--- config.mk ---
export PLATFORM = sky130hd
export DESIGN_NAME = pbc_change_detect
export DESIGN_NICKNAME = d
export VERILOG_FILES = /design/src/pbc_pkg.sv /design/src/pbc_edge_detect.sv /design/src/pbc_change_detect.sv
export SDC_FILE = /design/constraint.sdc
export NUM_CORES = 1
export LEC_CHECK = 0
export ABC_CLOCK_PERIOD_IN_PS = 3000
export BUFFER_PORTS_ARGS = -buffer_cell sky130_fd_sc_hd__buf_2
export CORE_ASPECT_RATIO = 0.9
export CORE_MARGIN = 3
export CORE_UTILIZATION = 25
export CTS_CLUSTER_DIAMETER = 60
export CTS_CLUSTER_SIZE = 10
export DETAILED_ROUTE_END_ITERATION = 10
export GPL_TIMING_DRIVEN = 0
export HOLD_SLACK_MARGIN = 0.03
export PLACE_DENSITY = 0.48
export REMOVE_ABC_BUFFERS = 1
export SLEW_MARGIN = 20
export SYNTH_ARGS = -nofsm -noshare
export SYNTH_HDL_FRONTEND = slang
export SYNTH_SLANG_ARGS = --single-unit
--- constraint.sdc ---
create_clock -name pclk -period 3 [get_ports pclk]
set_clock_uncertainty 0.15 [all_clocks]
set_input_delay 0.15 -clock pclk [delete_from_list [all_inputs] [get_ports pclk]]
set_output_delay 0.15 -clock pclk [all_outputs]
set_load 0.01 [all_outputs]
--- src/pbc_pkg.sv ---
// Package with register map, field layout, reset values and the register select type of the change detector.
package pbc_pkg;

    // ------------------------------------------------------------------
    // Bus geometry
    // ------------------------------------------------------------------
    localparam int PBC_ADDR_W = 8;
    localparam int PBC_DATA_W = 32;

    // ------------------------------------------------------------------
    // Port widths
    // ------------------------------------------------------------------
    // Port B has change logic only on its upper pins 7 to 4.
    localparam int PBC_B_PINS = 4;
    localparam int PBC_C_PINS = 8;
    // Low bit of the port B fields within an 8-bit register.
    localparam int PBC_B_LSB = 4;

    // ------------------------------------------------------------------
    // Register byte offsets
    // ------------------------------------------------------------------
    localparam logic [PBC_ADDR_W-1:0] PBC_OFF_B_RISE = 8'h00;
    localparam logic [PBC_ADDR_W-1:0] PBC_OFF_B_FALL = 8'h04;
    localparam logic [PBC_ADDR_W-1:0] PBC_OFF_B_FLAG = 8'h08;
    localparam logic [PBC_ADDR_W-1:0] PBC_OFF_C_RISE = 8'h0C;
    localparam logic [PBC_ADDR_W-1:0] PBC_OFF_C_FALL = 8'h10;
    localparam logic [PBC_ADDR_W-1:0] PBC_OFF_C_FLAG = 8'h14;
    localparam logic [PBC_ADDR_W-1:0] PBC_OFF_STATUS = 8'h18;
    localparam logic [PBC_ADDR_W-1:0] PBC_OFF_MASK = 8'h1C;

    // ------------------------------------------------------------------
    // Field positions and reset values
    // ------------------------------------------------------------------
    // Bit of the shared change flag in the status and mask registers.
    localparam int PBC_STAT_CHANGE = 0;
    localparam logic [PBC_B_PINS-1:0] PBC_B_RESET = 4'h0;
    localparam logic [PBC_C_PINS-1:0] PBC_C_RESET = 8'h00;
    localparam logic [PBC_DATA_W-1:0] PBC_DATA_ZERO = 32'h0000_0000;

    // ------------------------------------------------------------------
    // Register selection decoded from the address
    // ------------------------------------------------------------------
    typedef enum logic [3:0] {
        PBC_SEL_B_RISE,
        PBC_SEL_B_FALL,
        PBC_SEL_B_FLAG,
        PBC_SEL_C_RISE,
        PBC_SEL_C_FALL,
        PBC_SEL_C_FLAG,
        PBC_SEL_STATUS,
        PBC_SEL_MASK,
        PBC_SEL_NONE
    } pbc_sel_e;

endpackage

--- src/pbc_edge_detect.sv ---
// Pin synchroniser and edge detector for one group of change-detect pins.
module pbc_edge_detect #(
    parameter int WIDTH = 8
) (
    // Clock and reset.
    input wire logic pclk,
    input wire logic presetn,
    // Asynchronous pins.
    input wire logic [WIDTH-1:0] pin,
    // One-cycle edge pulses.
    output logic [WIDTH-1:0] rise_det,
    output logic [WIDTH-1:0] fall_det
);
    import pbc_pkg::*;

    typedef struct packed {
        logic [WIDTH-1:0] meta;
        logic [WIDTH-1:0] sync;
        logic [WIDTH-1:0] prev;
        logic meta_ok;
        logic sync_ok;
        logic prev_ok;
        logic [WIDTH-1:0] rise;
        logic [WIDTH-1:0] fall;
    } pbc_edge_s;

    pbc_edge_s r;
    pbc_edge_s next_r;

    // ------------------------------------------------------------------
    // Sampling and comparison
    // ------------------------------------------------------------------
    // synchronise then compare
    // The first stage feeds only the second; edges come from the second and
    // the previous sample. The valid bits follow the data down the chain, so
    // no edge is reported until both compared samples came from the pin and
    // a pin already high at reset release does not look like a rising edge.
    always_comb begin
        next_r = r;
        next_r.meta = pin;
        next_r.sync = r.meta;
        next_r.prev = r.sync;
        next_r.meta_ok = 1'b1;
        next_r.sync_ok = r.meta_ok;
        next_r.prev_ok = r.sync_ok;
        next_r.rise = r.prev_ok ? (r.sync & ~r.prev) : '0;
        next_r.fall = r.prev_ok ? (~r.sync & r.prev) : '0;
    end

    // State register.
    always_ff @(posedge pclk or negedge presetn) begin
        if (!presetn) begin
            r <= '0;
        end else begin
            r <= next_r;
        end
    end

    assign rise_det = r.rise;
    assign fall_det = r.fall;

endmodule

--- src/pbc_change_detect.sv ---
// Interrupt-on-change detector for port B pins 7 to 4 and port C pins 7 to 0, APB slave.
module pbc_change_detect (
    // Clock and reset.
    input wire logic pclk,
    input wire logic presetn,
    // APB slave.
    input wire logic psel,
    input wire logic penable,
    input wire logic pwrite,
    input wire logic [pbc_pkg::PBC_ADDR_W-1:0] paddr,
    input wire logic [pbc_pkg::PBC_DATA_W-1:0] pwdata,
    output logic [pbc_pkg::PBC_DATA_W-1:0] prdata,
    output logic pready,
    output logic pslverr,
    // Pins, port B bit 0 is pin 4.
    input wire logic [pbc_pkg::PBC_B_PINS-1:0] port_b_pin,
    input wire logic [pbc_pkg::PBC_C_PINS-1:0] port_c_pin,
    // Interrupt outputs.
    output logic shared_change_interrupt_flag,
    output logic irq
);
    import pbc_pkg::*;

    // ------------------------------------------------------------------
    // State
    // ------------------------------------------------------------------
    typedef struct packed {
        logic [PBC_B_PINS-1:0] b_rise;
        logic [PBC_B_PINS-1:0] b_fall;
        logic [PBC_B_PINS-1:0] b_flag;
        logic [PBC_C_PINS-1:0] c_rise;
        logic [PBC_C_PINS-1:0] c_fall;
        logic [PBC_C_PINS-1:0] c_flag;
        logic status;
        logic mask;
        logic irq;
        logic pready;
        logic pslverr;
        logic [PBC_DATA_W-1:0] prdata;
    } pbc_regs_s;

    pbc_regs_s r;
    pbc_regs_s next_r;

    logic [PBC_B_PINS-1:0] b_rise_det;
    logic [PBC_B_PINS-1:0] b_fall_det;
    logic [PBC_C_PINS-1:0] c_rise_det;
    logic [PBC_C_PINS-1:0] c_fall_det;
    logic [PBC_B_PINS-1:0] b_rise_hit;
    logic [PBC_B_PINS-1:0] b_fall_hit;
    logic [PBC_C_PINS-1:0] c_rise_hit;
    logic [PBC_C_PINS-1:0] c_fall_hit;
    logic [PBC_B_PINS-1:0] b_hit;
    logic [PBC_C_PINS-1:0] c_hit;
    logic any_hit;
    pbc_sel_e sel;
    logic commit;
    logic wr_b_flag;
    logic wr_c_flag;
    logic wr_status;
    logic [PBC_DATA_W-1:0] read_data;

    // ------------------------------------------------------------------
    // Address decode
    // ------------------------------------------------------------------
    // Shared by the read path and every write strobe.
    function automatic pbc_sel_e decode(input logic [PBC_ADDR_W-1:0] addr);
        pbc_sel_e s;
        case (addr)
            PBC_OFF_B_RISE: s = PBC_SEL_B_RISE;
            PBC_OFF_B_FALL: s = PBC_SEL_B_FALL;
            PBC_OFF_B_FLAG: s = PBC_SEL_B_FLAG;
            PBC_OFF_C_RISE: s = PBC_SEL_C_RISE;
            PBC_OFF_C_FALL: s = PBC_SEL_C_FALL;
            PBC_OFF_C_FLAG: s = PBC_SEL_C_FLAG;
            PBC_OFF_STATUS: s = PBC_SEL_STATUS;
            PBC_OFF_MASK: s = PBC_SEL_MASK;
            default: s = PBC_SEL_NONE;
        endcase
        return s;
    endfunction

    // Places a port B field in bits 7 to 4 of a register word.
    function automatic logic [PBC_DATA_W-1:0] b_word(input logic [PBC_B_PINS-1:0] f);
        logic [PBC_DATA_W-1:0] w;
        w = PBC_DATA_ZERO;
        w[PBC_B_LSB +: PBC_B_PINS] = f;
        return w;
    endfunction

    // ------------------------------------------------------------------
    // Edge detectors
    // ------------------------------------------------------------------
    // Each group gets its own synchroniser. An edge pulse arrives a few clock
    // edges after the pin moves, so pulses shorter than a clock period can be
    // missed; that is the price of sampling every pin on the one clock.
    pbc_edge_detect #(
        .WIDTH(PBC_B_PINS)
    ) u_edge_b (
        .pclk(pclk),
        .presetn(presetn),
        .pin(port_b_pin),
        .rise_det(b_rise_det),
        .fall_det(b_fall_det)
    );

    pbc_edge_detect #(
        .WIDTH(PBC_C_PINS)
    ) u_edge_c (
        .pclk(pclk),
        .presetn(presetn),
        .pin(port_c_pin),
        .rise_det(c_rise_det),
        .fall_det(c_fall_det)
    );

    // ------------------------------------------------------------------
    // Enable gating
    // ------------------------------------------------------------------
    // disabled edges dropped
    // A detected edge only counts where its direction is enabled.
    assign b_rise_hit = b_rise_det & r.b_rise;
    assign b_fall_hit = b_fall_det & r.b_fall;
    assign c_rise_hit = c_rise_det & r.c_rise;
    assign c_fall_hit = c_fall_det & r.c_fall;
    assign b_hit = b_rise_hit | b_fall_hit;
    assign c_hit = c_rise_hit | c_fall_hit;
    assign any_hit = (|b_hit) | (|c_hit);

    // ------------------------------------------------------------------
    // APB strobes
    // ------------------------------------------------------------------
    // Writes land only at the edge where the access phase sees pready high.
    assign sel = decode(paddr);
    assign commit = psel & penable & pwrite & r.pready & (sel != PBC_SEL_NONE);
    assign wr_b_flag = commit & (sel == PBC_SEL_B_FLAG);
    assign wr_c_flag = commit & (sel == PBC_SEL_C_FLAG);
    assign wr_status = commit & (sel == PBC_SEL_STATUS);

    // Read multiplexer; unimplemented bits are zero.
    always_comb begin
        read_data = PBC_DATA_ZERO;
        case (sel)
            PBC_SEL_B_RISE: read_data = b_word(r.b_rise);
            PBC_SEL_B_FALL: read_data = b_word(r.b_fall);
            PBC_SEL_B_FLAG: read_data = b_word(r.b_flag);
            PBC_SEL_C_RISE: read_data[PBC_C_PINS-1:0] = r.c_rise;
            PBC_SEL_C_FALL: read_data[PBC_C_PINS-1:0] = r.c_fall;
            PBC_SEL_C_FLAG: read_data[PBC_C_PINS-1:0] = r.c_flag;
            PBC_SEL_STATUS: read_data[PBC_STAT_CHANGE] = r.status;
            PBC_SEL_MASK: read_data[PBC_STAT_CHANGE] = r.mask;
            default: read_data = PBC_DATA_ZERO;
        endcase
    end

    // ------------------------------------------------------------------
    // Next state
    // ------------------------------------------------------------------
    always_comb begin
        next_r = r;
        // One wait state: pready rises in the second access cycle, so the
        // read data and the error flag are registered like every output.
        if (psel && penable && !r.pready) begin
            next_r.pready = 1'b1;
            next_r.pslverr = (sel == PBC_SEL_NONE);
            next_r.prdata = pwrite ? PBC_DATA_ZERO : read_data;
        end else begin
            next_r.pready = 1'b0;
            next_r.pslverr = 1'b0;
        end

        if (commit && sel == PBC_SEL_B_RISE) begin
            next_r.b_rise = pwdata[PBC_B_LSB +: PBC_B_PINS];
        end
        if (commit && sel == PBC_SEL_B_FALL) begin
            next_r.b_fall = pwdata[PBC_B_LSB +: PBC_B_PINS];
        end
        if (commit && sel == PBC_SEL_C_RISE) begin
            next_r.c_rise = pwdata[PBC_C_PINS-1:0];
        end
        if (commit && sel == PBC_SEL_C_FALL) begin
            next_r.c_fall = pwdata[PBC_C_PINS-1:0];
        end
        if (commit && sel == PBC_SEL_MASK) begin
            next_r.mask = pwdata[PBC_STAT_CHANGE];
        end

        if (wr_b_flag) begin
            next_r.b_flag = pwdata[PBC_B_LSB +: PBC_B_PINS];
        end
        if (wr_c_flag) begin
            next_r.c_flag = pwdata[PBC_C_PINS-1:0];
        end

        // hardware set wins
        // The hardware set is ORed after the write so an edge landing in the
        // cycle of a clearing write is kept, not lost.
        next_r.b_flag = next_r.b_flag | b_hit;
        next_r.c_flag = next_r.c_flag | c_hit;

        // shared flag set
        // The shared flag is sticky and cleared by writing one; again the
        // set term is applied last so it beats a simultaneous clear.
        if (wr_status && pwdata[PBC_STAT_CHANGE]) begin
            next_r.status = 1'b0;
        end
        if (any_hit) begin
            next_r.status = 1'b1;
        end

        // Level interrupt, registered from the next status and mask.
        next_r.irq = next_r.status & next_r.mask;
    end

    // ------------------------------------------------------------------
    // State register
    // ------------------------------------------------------------------
    // all bits reset zero
    always_ff @(posedge pclk or negedge presetn) begin
        if (!presetn) begin
            r <= '0;
        end else begin
            r <= next_r;
        end
    end

    assign prdata = r.prdata;
    assign pready = r.pready;
    assign pslverr = r.pslverr;
    assign shared_change_interrupt_flag = r.status;
    assign irq = r.irq;
endmodule

==> summary.txt, run 1 <==
Place
  • Post-place setup slack: 142 ps
  • GPL Wtd Cong: 0.788
  • Placed Cells incl. Taps: 614
  • Number of port buffers: 44
  • DP Area: 0.00480 mm^2
  • Dpl hpwl: 6340 um

Detailed routing
  • Final wirelength: 9360 um
  • Drt pass-1 iters: 4
  • Total number of vias: 2815
  • ANT nets after route: 0
  • Drt via density: 4.32
  • Drt first-iter violations: 145
  • Drt drc: 0
  • Drt wl/cell: 14.4 um

Die
  • FP Rows: 45
  • I/O Pins: 93
  • Initial Util: 26.0%
  • Die area: 0.0195 mm^2
  • Die Y: 133 um
  • Core footprint: 0.0172 mm^2
  • Die Span X: 147 um

Power
  • Maximum vdd ir drop: 0.278 mV
  • LEAKAGE: 2.52 nW
  • PD cells: 550 mW/mm^2
  • Tot Pwr: 2.92 mW

Logic synthesis
  • Register area share after synthesis: 62.8%
  • Yosys warns: 0
  • Synthesized area: 0.00446 mm^2
  • Post-synthesis sequential element count: 112
  • Mean Syn Cell Area: 12.5 um^2
  • Syn Inst Count: 356
  • Synth cell types: 34

STA
  • Post-route setup slack: 448 ps
  • Final setup viols: 0
  • Hold Fails Final Rpt: 0
  • Fin crit period: 2550 ps
  • Unrepaired setup endpoints after global routing: false
  • Fin Setup TNS: 0 ps
  • Relative slew slack: 51.0%
  • Slew @ Worst Pin: 732 ps
  • FMAX: 392 MHz
  • Final Max Slew Viols: 0
  • Final period utilization: 85.1%

Final layout
  • Commonest non-fill, non-tap cell in the layout: dfrtp_1
  • Most frequent cells in the layout: dfrtp_1 (112), buf_2 (43), nand2_1 (27), conb_1 (25)
  • Area Overhead vs Synth: 19.2%
  • # fillers: 1740
  • Final Non-Filler Cells: 651
  • Share of cells above drive strength 1: 20.9%
  • Fin area: 0.00532 mm^2
  • # diodes: 0
  • Layout net count: 469

Clock tree
  • Clk buf depth: 2
  • Number of buffers created by CTS: 9
  • Setup bufs post-CTS: 0
  • Clk Latency, worst-skew pair: 340 ps
  • Worst-path clk slew: 70 ps
  • # clock sinks: 112
  • CTS tree: yes
  • CTS root buffer: clkbuf_16
  • H-tree Lvls: 3

Global routing
  • Vias in the first global route: 2864
  • Global-route wire length before repair: 15500 um
  • Initial antenna violation count: 0
  • Grt ovf: 0
  • Pin count of the biggest net entering global routing: 71
  • GRT Total Usage: 10.1%

Worst setup path
  • Arrival time at the worst endpoint: 2630 ps
  • Delay of the slowest cell on the worst path: 690 ps
  • Slowest stage cell, crit path: nor3_4
  • WP buf/inv: 2
  • Worst-path fanout max: 11
  • Required @ worst endpoint: 3080 ps
  • CP Cell Sequence: dlygate4sd3_1, buf_2, and4_1, nand3_1, nor3_4, mux2_2
  • Worst setup EP type: register
  • Top delay family on crit path: simple AND/OR/NAND/NOR gates
  • CP Launch Type: input port
  • Setup CP Type: input port to register

Run
  • Max-cap viol count: 0

Worst hold path
  • Worst Hold Class: input port to register

Status
  • Status: finished, final reports clean
## final cells by class
class                      count  area, um^2  area share (%)
timing repair buffer          67         474            8.92
sequential                   112        2800            52.7
inverter                       4        15.0           0.282
multi-input combinational    218        1440            27.0
tap                          235         294            5.53
clock inverter                 6        67.6            1.27
clock buffer                   9         225            4.24
## cells by family (layout without fill, tap and decap cells)
| kind of cell | Yosys count | after routing | synth area share [%] |
|---|---|---|---|
| muxes | 42 | 42 | 10.1 |
| and+or+nand+nor | 101 | 101 | 12.6 |
| AOI/OAI and AO/OA | 50 | 50 | 7.29 |
| DFF | 112 | 112 | 62.8 |
| other | 2 | 25 | 0.168 |
| buffers and inverters | 49 | 86 | 7.01 |
## metal layers
metal	share of wire [%]	routed length (um)	vias to the layer above	global-route usage, %
met2	42	3970	93	14.4
met3	6.2	583	17	2.77
met4	2.3	212	0	4.08
li1	-	-	1316	-
met5	0	0	-	0
met1	49	4590	1389	14.4
## flip-flops by register name (all words and copies together) (netlist names)
name	flops
r	37
u_edge_c.next_r	18
u_edge_c.r	9
prdata	8
u_edge_b.next_r	8
u_edge_c.fall_det	8
u_edge_c.rise_det	8
u_edge_b.fall_det	4
u_edge_b.r	4
u_edge_b.rise_det	4
irq	1
pready	1
pslverr	1
shared_change_interrupt_flag	1
## synth_stat cells
| library cell | instances | area, um^2 |
|---|---|---|
| a22o_1 | 3 | 26.3 |
| conb_1 | 2 | 7.51 |
| inv_1 | 4 | 15.0 |
| o41ai_1 | 1 | 8.76 |
| a22oi_1 | 9 | 67.6 |
| mux2i_1 | 18 | 180 |
| clkbuf_1 | 7 | 26.3 |
| a21oi_1 | 6 | 30.0 |
| nor3_4 | 3 | 48.8 |
| and3b_1 | 12 | 105 |
| buf_2 | 4 | 20.0 |
| nand3_1 | 19 | 95.1 |
| or4_1 | 1 | 7.51 |
| dfrtp_1 | 112 | 2800 |
| nand3b_1 | 1 | 7.51 |
| nand2_1 | 27 | 101 |
| and4_1 | 1 | 8.76 |
| and3_1 | 2 | 12.5 |
| buf_1 | 1 | 3.75 |
| a211o_1 | 3 | 26.3 |
| o22ai_1 | 5 | 31.3 |
| a31oi_1 | 1 | 6.26 |
| and2_1 | 1 | 6.26 |
| mux2_1 | 1 | 11.3 |
| nor2_1 | 23 | 86.3 |
| o21ai_0 | 17 | 85.1 |
| nand4_1 | 5 | 31.3 |
| or4b_1 | 3 | 30.0 |
| nor4b_1 | 2 | 17.5 |
| o311ai_0 | 1 | 8.76 |
| buf_4 | 33 | 248 |
| nor3_1 | 1 | 5.00 |
| mux2_2 | 23 | 259 |
| a2bb2oi_1 | 4 | 35.0 |
## report_power, final
| part | switching (mW) | total [mW] | internal (mW) |
|---|---|---|---|
| registers | 0.0213 | 1.57 | 1.55 |
| logic | 0.0966 | 0.159 | 0.0627 |
| clock network | 0.545 | 1.19 | 0.648 |
| total | 0.663 | 2.92 | 2.26 |
## worst paths after layout
kind | slack, ps | to | cells after the start | from
min reg2reg | 200 | u_edge_c.next_r[19] | 0 | u_edge_c.next_r[27]
min | 50 | pslverr | 3 | paddr[7]
max reg2reg | 540 | r[54] | 4 | pready
max in group asynchronous | 1880 | r[40] | 3 | presetn
min in group asynchronous | 130 | u_edge_b.next_r[16] | 2 | presetn
max | 450 | r[54] | 6 | pwrite
## worst register-to-register path: stages (launching register included)
cell and delay (ps):
dfrtp_1 360, and4_1 310, nand3_1 420, nor3_4 690, mux2_2 410
## repair_timing
| action | 4_1_cts | 5_1_grt |
|---|---|---|
| hold endpoints to repair | 159 | 0 |
| resized for setup | 0 | 0 |
| hold buffers | 22 | 0 |
## through the flow
stage                     utilization, %  hold WS (ps)
final                               31.0          51.0
after global routing                31.0          72.3
after CTS                           31.0          41.2
after detailed placement            28.0         -47.3
after global placement              27.7           110
after floorplan                        -          -296
Note: power is estimated with default switching activity, not from simulation.
==> run 2: changes to the inputs <==
PLACE_DENSITY = 0.43   (was 0.48)
==> run 2 against run 1 <==
  * Maximum frequency is 0.56% higher
  * Critical path type unchanged
  * Largest power group unchanged
  * First-iteration DRC count is 28% lower
  * Global-route usage is 0.39 points higher
  * Die area stayed put
  * Critical endpoint unchanged
  * Utilization hardly changed
  * Non-clock buffer count is 1 higher
  * Via count is 2.6% lower
  * Count of clock-buffer cells in the layout is 1 higher
==> summary.txt, run 2 (synthesized netlist as in run 1, its figures left out) <==
Status
  • Status: finished, final reports clean

Detailed routing
  • Drt first-iter violations: 104
  • Drt drc: 0
  • Total number of vias: 2742
  • Drt pass-1 iters: 4
  • Drt via density: 4.21
  • Final wirelength: 9480 um
  • ANT nets after route: 0
  • Drt wl/cell: 14.5 um

Die
  • Die Y: 133 um
  • I/O Pins: 93
  • Initial Util: 26.0%
  • Die Span X: 147 um
  • Core footprint: 0.0172 mm^2
  • FP Rows: 45
  • Die area: 0.0195 mm^2

Worst setup path
  • CP Cell Sequence: dlygate4sd3_1, buf_2, and4_1, nand3_1, nor3_4, mux2_2
  • CP Launch Type: input port
  • Delay of the slowest cell on the worst path: 690 ps
  • R2R Path Start: pready
  • Setup CP Type: input port to register
  • Arrival time at the worst endpoint: 2630 ps
  • WP buf/inv: 2
  • Worst-path fanout max: 11
  • Reg2reg setup slack: 540 ps
  • Required @ worst endpoint: 3090 ps
  • Worst R2R End: r[54]
  • Worst setup EP type: register
  • Slowest stage cell, crit path: nor3_4
  • Top delay family on crit path: simple AND/OR/NAND/NOR gates
  • Path depth of the worst reg2reg path: 4

Final layout
  • Area Overhead vs Synth: 19.3%
  • Most frequent cells in the layout: dfrtp_1 (112), buf_2 (43), nand2_1 (27), conb_1 (25)
  • Share of cells above drive strength 1: 20.6%
  • # fillers: 1705
  • Commonest non-fill, non-tap cell in the layout: dfrtp_1
  • Layout net count: 470
  • Largest register FFs: 37
  • # diodes: 0
  • Fin area: 0.00532 mm^2
  • Biggest register: r

Run
  • Max-cap viol count: 0

Place
  • GPL Wtd Cong: 0.760
  • Number of port buffers: 44
  • Dpl hpwl: 6430 um
  • DP Area: 0.00480 mm^2

Worst hold path
  • Hold Startpoint: paddr[1]
  • Min-Delay Endpoint: pslverr
  • Worst Hold Class: input port to register
  • WHS Path Cells: 3

Power
  • Maximum vdd ir drop: 0.293 mV
  • P_sw: 0.664 mW
  • Clock Power Share: 40.7%
  • Internal power: 2.26 mW
  • PD cells: 549 mW/mm^2
  • Tot Pwr: 2.92 mW
  • Combinational group share of total power: 5.5%
  • Power share of the sequential group: 53.8%
  • LEAKAGE: 2.52 nW
  • Switching share of total power: 22.7%

Clock tree
  • Worst-path clk slew: 70 ps
  • Hold buffers post-CTS: 23
  • Clk buf depth: 2
  • Number of buffers created by CTS: 9
  • H-tree Lvls: 3
  • # clock sinks: 112
  • CTS root buffer: clkbuf_16
  • Post-CTS Resized: 0
  • Setup bufs post-CTS: 0
  • CTS tree: yes
  • Clk Latency, worst-skew pair: 360 ps

Global routing
  • GRT Total Usage: 10.5%
  • Grt ovf: 0
  • Initial antenna violation count: 0
  • Vias in the first global route: 2758
  • Pin count of the biggest net entering global routing: 72
  • Global-route wire length before repair: 15800 um

STA
  • FMAX: 394 MHz
  • Final setup viols: 0
  • Final period utilization: 84.6%
  • Relative slew slack: 48.8%
  • Slew @ Worst Pin: 763 ps
  • Final Max Slew Viols: 0
  • Unrepaired setup endpoints after global routing: false
  • Fin crit period: 2540 ps
  • Hold Fails Final Rpt: 0
run 2: changes by cell type in the layout (fill, tap and decap cells not counted):
cell,before,now
clkbuf_1,0,1
clkinv_4,0,1
dlygate4sd3_1,22,23
inv_6,2,0
run 2: worst reg2reg max path, cell delays in order, from the launching register on:
cell and delay (ps):
dfrtp_1 360, and4_1 310, nand3_1 430, nor3_4 690, mux2_2 410
run 2: area by class of cell:
class	instances	area, um^2	area share [%]
Multi-Input combinational cell	218	1440	27.0
Tap cell	235	294	5.53
Clock inverter	5	58.8	1.11
Inverter	4	15.0	0.282
Clock buffer	10	229	4.30
Sequential cell	112	2800	52.7
Timing Repair Buffer	68	484	9.10
run 2: worst max path at each step:
stage	slack, ps	startpoint	endpoint	depth (start not counted)
after global placement	-420	paddr[0]	r[57]	5
after global routing	260	paddr[0]	r[54]	5
after floorplan	700	paddr[0]	r[53]	4
after CTS	450	pwrite	r[54]	6
after detailed placement	90	paddr[0]	r[58]	5
final	460	pwrite	r[54]	6
run 2: layer usage:
layer  track usage, %  routed length (um)
met1             15.2                4750
met2             14.7                3990
met3             3.80                 609
met4             2.82                 120
met5                0                   0
run 2: power groups by stage:
stage / Sequential, mW / Clock, mW / Combinational, mW
finish: 1.57 / 1.19 / 0.160
global route: 1.58 / 1.30 / 0.182
CTS: 1.57 / 1.24 / 0.164
detailed placement: 1.60 / 0 / 0.141
global placement: 1.60 / 0 / 0.132
floorplan: 1.60 / 0 / 0.0528
run 2: through the flow:
| stage | hold slack [ps] | utilization, % | std cells | TNS, ps | setup slack, ps |
|---|---|---|---|---|---|
| final | 69.4 | 31.0 | 652 | 0 | 462 |
| after global routing | 115 | 31.0 | 652 | 0 | 262 |
| after CTS | 53.2 | 31.0 | 652 | 0 | 453 |
| after detailed placement | -47.8 | 28.0 | 614 | 0 | 90.5 |
| after global placement | 108 | 27.7 | 613 | -3550 | -421 |
| after floorplan | -296 | - | 334 | 0 | 702 |
==> run 3: changes to the inputs <==
ABC_AREA = 1   (was unset)
ABC_CLOCK_PERIOD_IN_PS = 2300   (was 3000)
PLACE_DENSITY = 0.44   (was 0.43)
clock period = 2.3 ns   (was 3 ns; I/O delays follow)
==> run 3 against run 2 <==
  * Cell area grew 3.9%
  * Register-to-register slack lost 230 ps
  * Critical path depth grew 4
  * Setup slack lost 300 ps
  * Largest cell class unchanged
  * Largest power group unchanged
==> summary.txt, run 3 <==
Worst setup path
  • Most frequent CP cell: nand2_1
  • Delay of the slowest cell on the worst path: 560 ps
  • Arrival time at the worst endpoint: 2270 ps
  • Top delay family on crit path: buffers and inverters
  • Slowest stage cell, crit path: dlygate4sd3_1
  • Worst setup EP type: register
  • WP buf/inv: 4
  • Required @ worst endpoint: 2440 ps
  • CP Launch Type: input port
  • Worst-path fanout max: 9
  • CP Cell Sequence: dlygate4sd3_1, buf_2, nand2_1, dlygate4sd3_1, nor2_2, inv_2, or2_1, a21oi_4, nand2_1, nand2_1
  • Setup CP Type: input port to register

Power
  • LEAKAGE: 2.81 nW
  • PD cells: 666 mW/mm^2
  • Maximum vdd ir drop: 0.338 mV

Die
  • Die area: 0.0204 mm^2
  • Die Span X: 150 um
  • I/O Pins: 93
  • FP Rows: 46
  • Initial Util: 26.0%
  • Core footprint: 0.0180 mm^2
  • Die Y: 136 um

STA
  • Final setup viols: 0
  • Unrepaired setup endpoints after global routing: false
  • Final hold slack: 103 ps
  • Hold Fails Final Rpt: 0
  • Fin Setup TNS: 0 ps
  • FMAX: 468 MHz
  • Final Max Slew Viols: 0
  • Final period utilization: 92.9%
  • Slew @ Worst Pin: 869 ps
  • Relative slew slack: 42.1%
  • Fin crit period: 2140 ps

Logic synthesis
  • Synth top area cells: dfrtp_1 (60%), nand2_1 (9.9%), buf_4 (5.1%), nor2_1 (3.6%), nand4_1 (3.1%)
  • Most numerous cell in the Yosys netlist: nand2_1
  • Synth cell types: 28
  • Synth top area share: 59.8%
  • Synth area leader: dfrtp_1
  • Mean Syn Cell Area: 10.0 um^2
  • Register area share after synthesis: 59.8%
  • Post-synth EDFFs: 0
  • Top_reg_cell synth: dfrtp_1
  • Post-synthesis sequential element count: 112
  • Yosys warns: 0
  • Commonest cells in the netlist: nand2_1 (124), dfrtp_1 (112), nor2_1 (45)
  • Synthesized area: 0.00468 mm^2
  • Ys async rst share: 100%
  • Syn Inst Count: 467

Final layout
  • Biggest register: r
  • Final Non-Filler Cells: 772
  • Fin area: 0.00553 mm^2
  • # fillers: 1875
  • Area Overhead vs Synth: 18.0%
  • Share of cells above drive strength 1: 18.0%
  • Most frequent cells in the layout: nand2_1 (124), dfrtp_1 (112), nor2_1 (45), buf_2 (43), conb_1 (25)
  • # diodes: 0
  • Commonest non-fill, non-tap cell in the layout: nand2_1
  • Largest register FFs: 37
  • Fin util: 30.7%
  • Layout net count: 585

Global routing
  • Met1 Usage GRT: 15.0%
  • GRT Max-Usage Layer: met2
  • Vias in the first global route: 3064
  • Routing usage on met3: 3.37%
  • Global-route met2 utilization: 15.2%
  • Initial antenna violation count: 0
  • Global-route wire length before repair: 16500 um
  • Grt ovf: 0
  • Pin count of the biggest net entering global routing: 65
  • GRT Total Usage: 10.5%

Place
  • DP Area: 0.00501 mm^2
  • Placed Cells incl. Taps: 733
  • Number of port buffers: 44
  • Dpl hpwl: 6990 um
  • GPL Wtd Cong: 0.825

Status
  • Status: finished, final reports clean

Detailed routing
  • Drt pass-1 iters: 4
  • ANT nets after route: 0
  • Final wirelength: 9930 um
  • Drt drc: 0
  • Total number of vias: 3184
  • Drt via density: 4.12
  • Drt first-iter violations: 176
  • Drt wl/cell: 12.9 um

Clock tree
  • Clk buf depth: 2
  • CTS root buffer: clkbuf_16
  • # clock sinks: 112
  • H-tree Lvls: 3
  • CTS tree: yes
  • Worst-path clk slew: 60 ps
  • Number of buffers created by CTS: 9
  • Clk Latency, worst-skew pair: 350 ps

Worst hold path
  • Worst Hold Class: input port to register

Run
  • Max-cap viol count: 0
## run 3: what timing repair did
action | in CTS | in global routing
gates resized for setup | 0 | 1
hold buffers | 24 | 0
setup endpoints to repair | 0 | 7
endpoints found under the hold margin | 161 | 0
setup buffers | 0 | 0
## run 3: worst register-to-register path, cell delays in order (launching register included)
cell,delay (ps)
dfrtp_1,380
nand4_1,90
inv_1,150
nand2_4,90
clkinv_8,100
nand2_1,50
o21ai_1,100
dlygate4sd3_1,570
nand2_1,70
nand2_1,90
inv_1,50
## run 3: report_power, final
part	switching [mW]	internal (mW)	total [mW]	leakage [nW]
Sequential	0.0293	2.02	2.05	1.46
Clock	0.671	0.758	1.43	0.132
Combinational	0.133	0.0693	0.203	1.22
## run 3: final timing paths
kind	start	endpoint	slack, ps	cells after the start
max in group asynchronous	presetn	r[67]	1220	3
min in group asynchronous	presetn	u_edge_c.next_r[16]	110	2
worst min register to register	u_edge_b.next_r[16]	u_edge_b.next_r[12]	200	0
worst max-delay path	penable	prdata[2]	160	10
worst max register to register	pready	irq	310	10
worst min-delay path	paddr[0]	pslverr	100	7
## run 3: through the flow
step | setup WS (ps) | total power [mW]
2_1_floorplan | 872 | 2.16
3_3_place_gp | -388 | 2.26
3_5_place_dp | 400 | 2.27
4_1_cts | 114 | 3.76
5_1_grt | 58.6 | 3.87
6_report | 164 | 3.68
## run 3: cell type report
class	instances	area, um^2	share of cell area (%)
flip-flops and latches	112	2800	50.7
multi-input cells	309	1550	28.1
repair buffers	69	494	8.94
well taps	240	300	5.43
clock buffers	12	246	4.46
inverters	27	114	2.06
clock inverters	3	18.8	0.340
## run 3: metal layers
layer	part of all wire [%]	vias to the layer above
li1	-	1579
met5	0	-
met4	1.0	0
met1	49	1506
met2	44	92
met3	6.6	7
## run 3: logic make-up (layout without fill, tap and decap cells)
family / after synthesis / in the layout / share of synthesized area [%]
AND/OR/NAND/NOR: 223 / 223 / 23.1
buffers and inverters: 69 / 111 / 9.06
flip-flops: 112 / 112 / 59.8
AO/OA/AOI/OAI: 61 / 61 / 7.80
other: 2 / 25 / 0.160
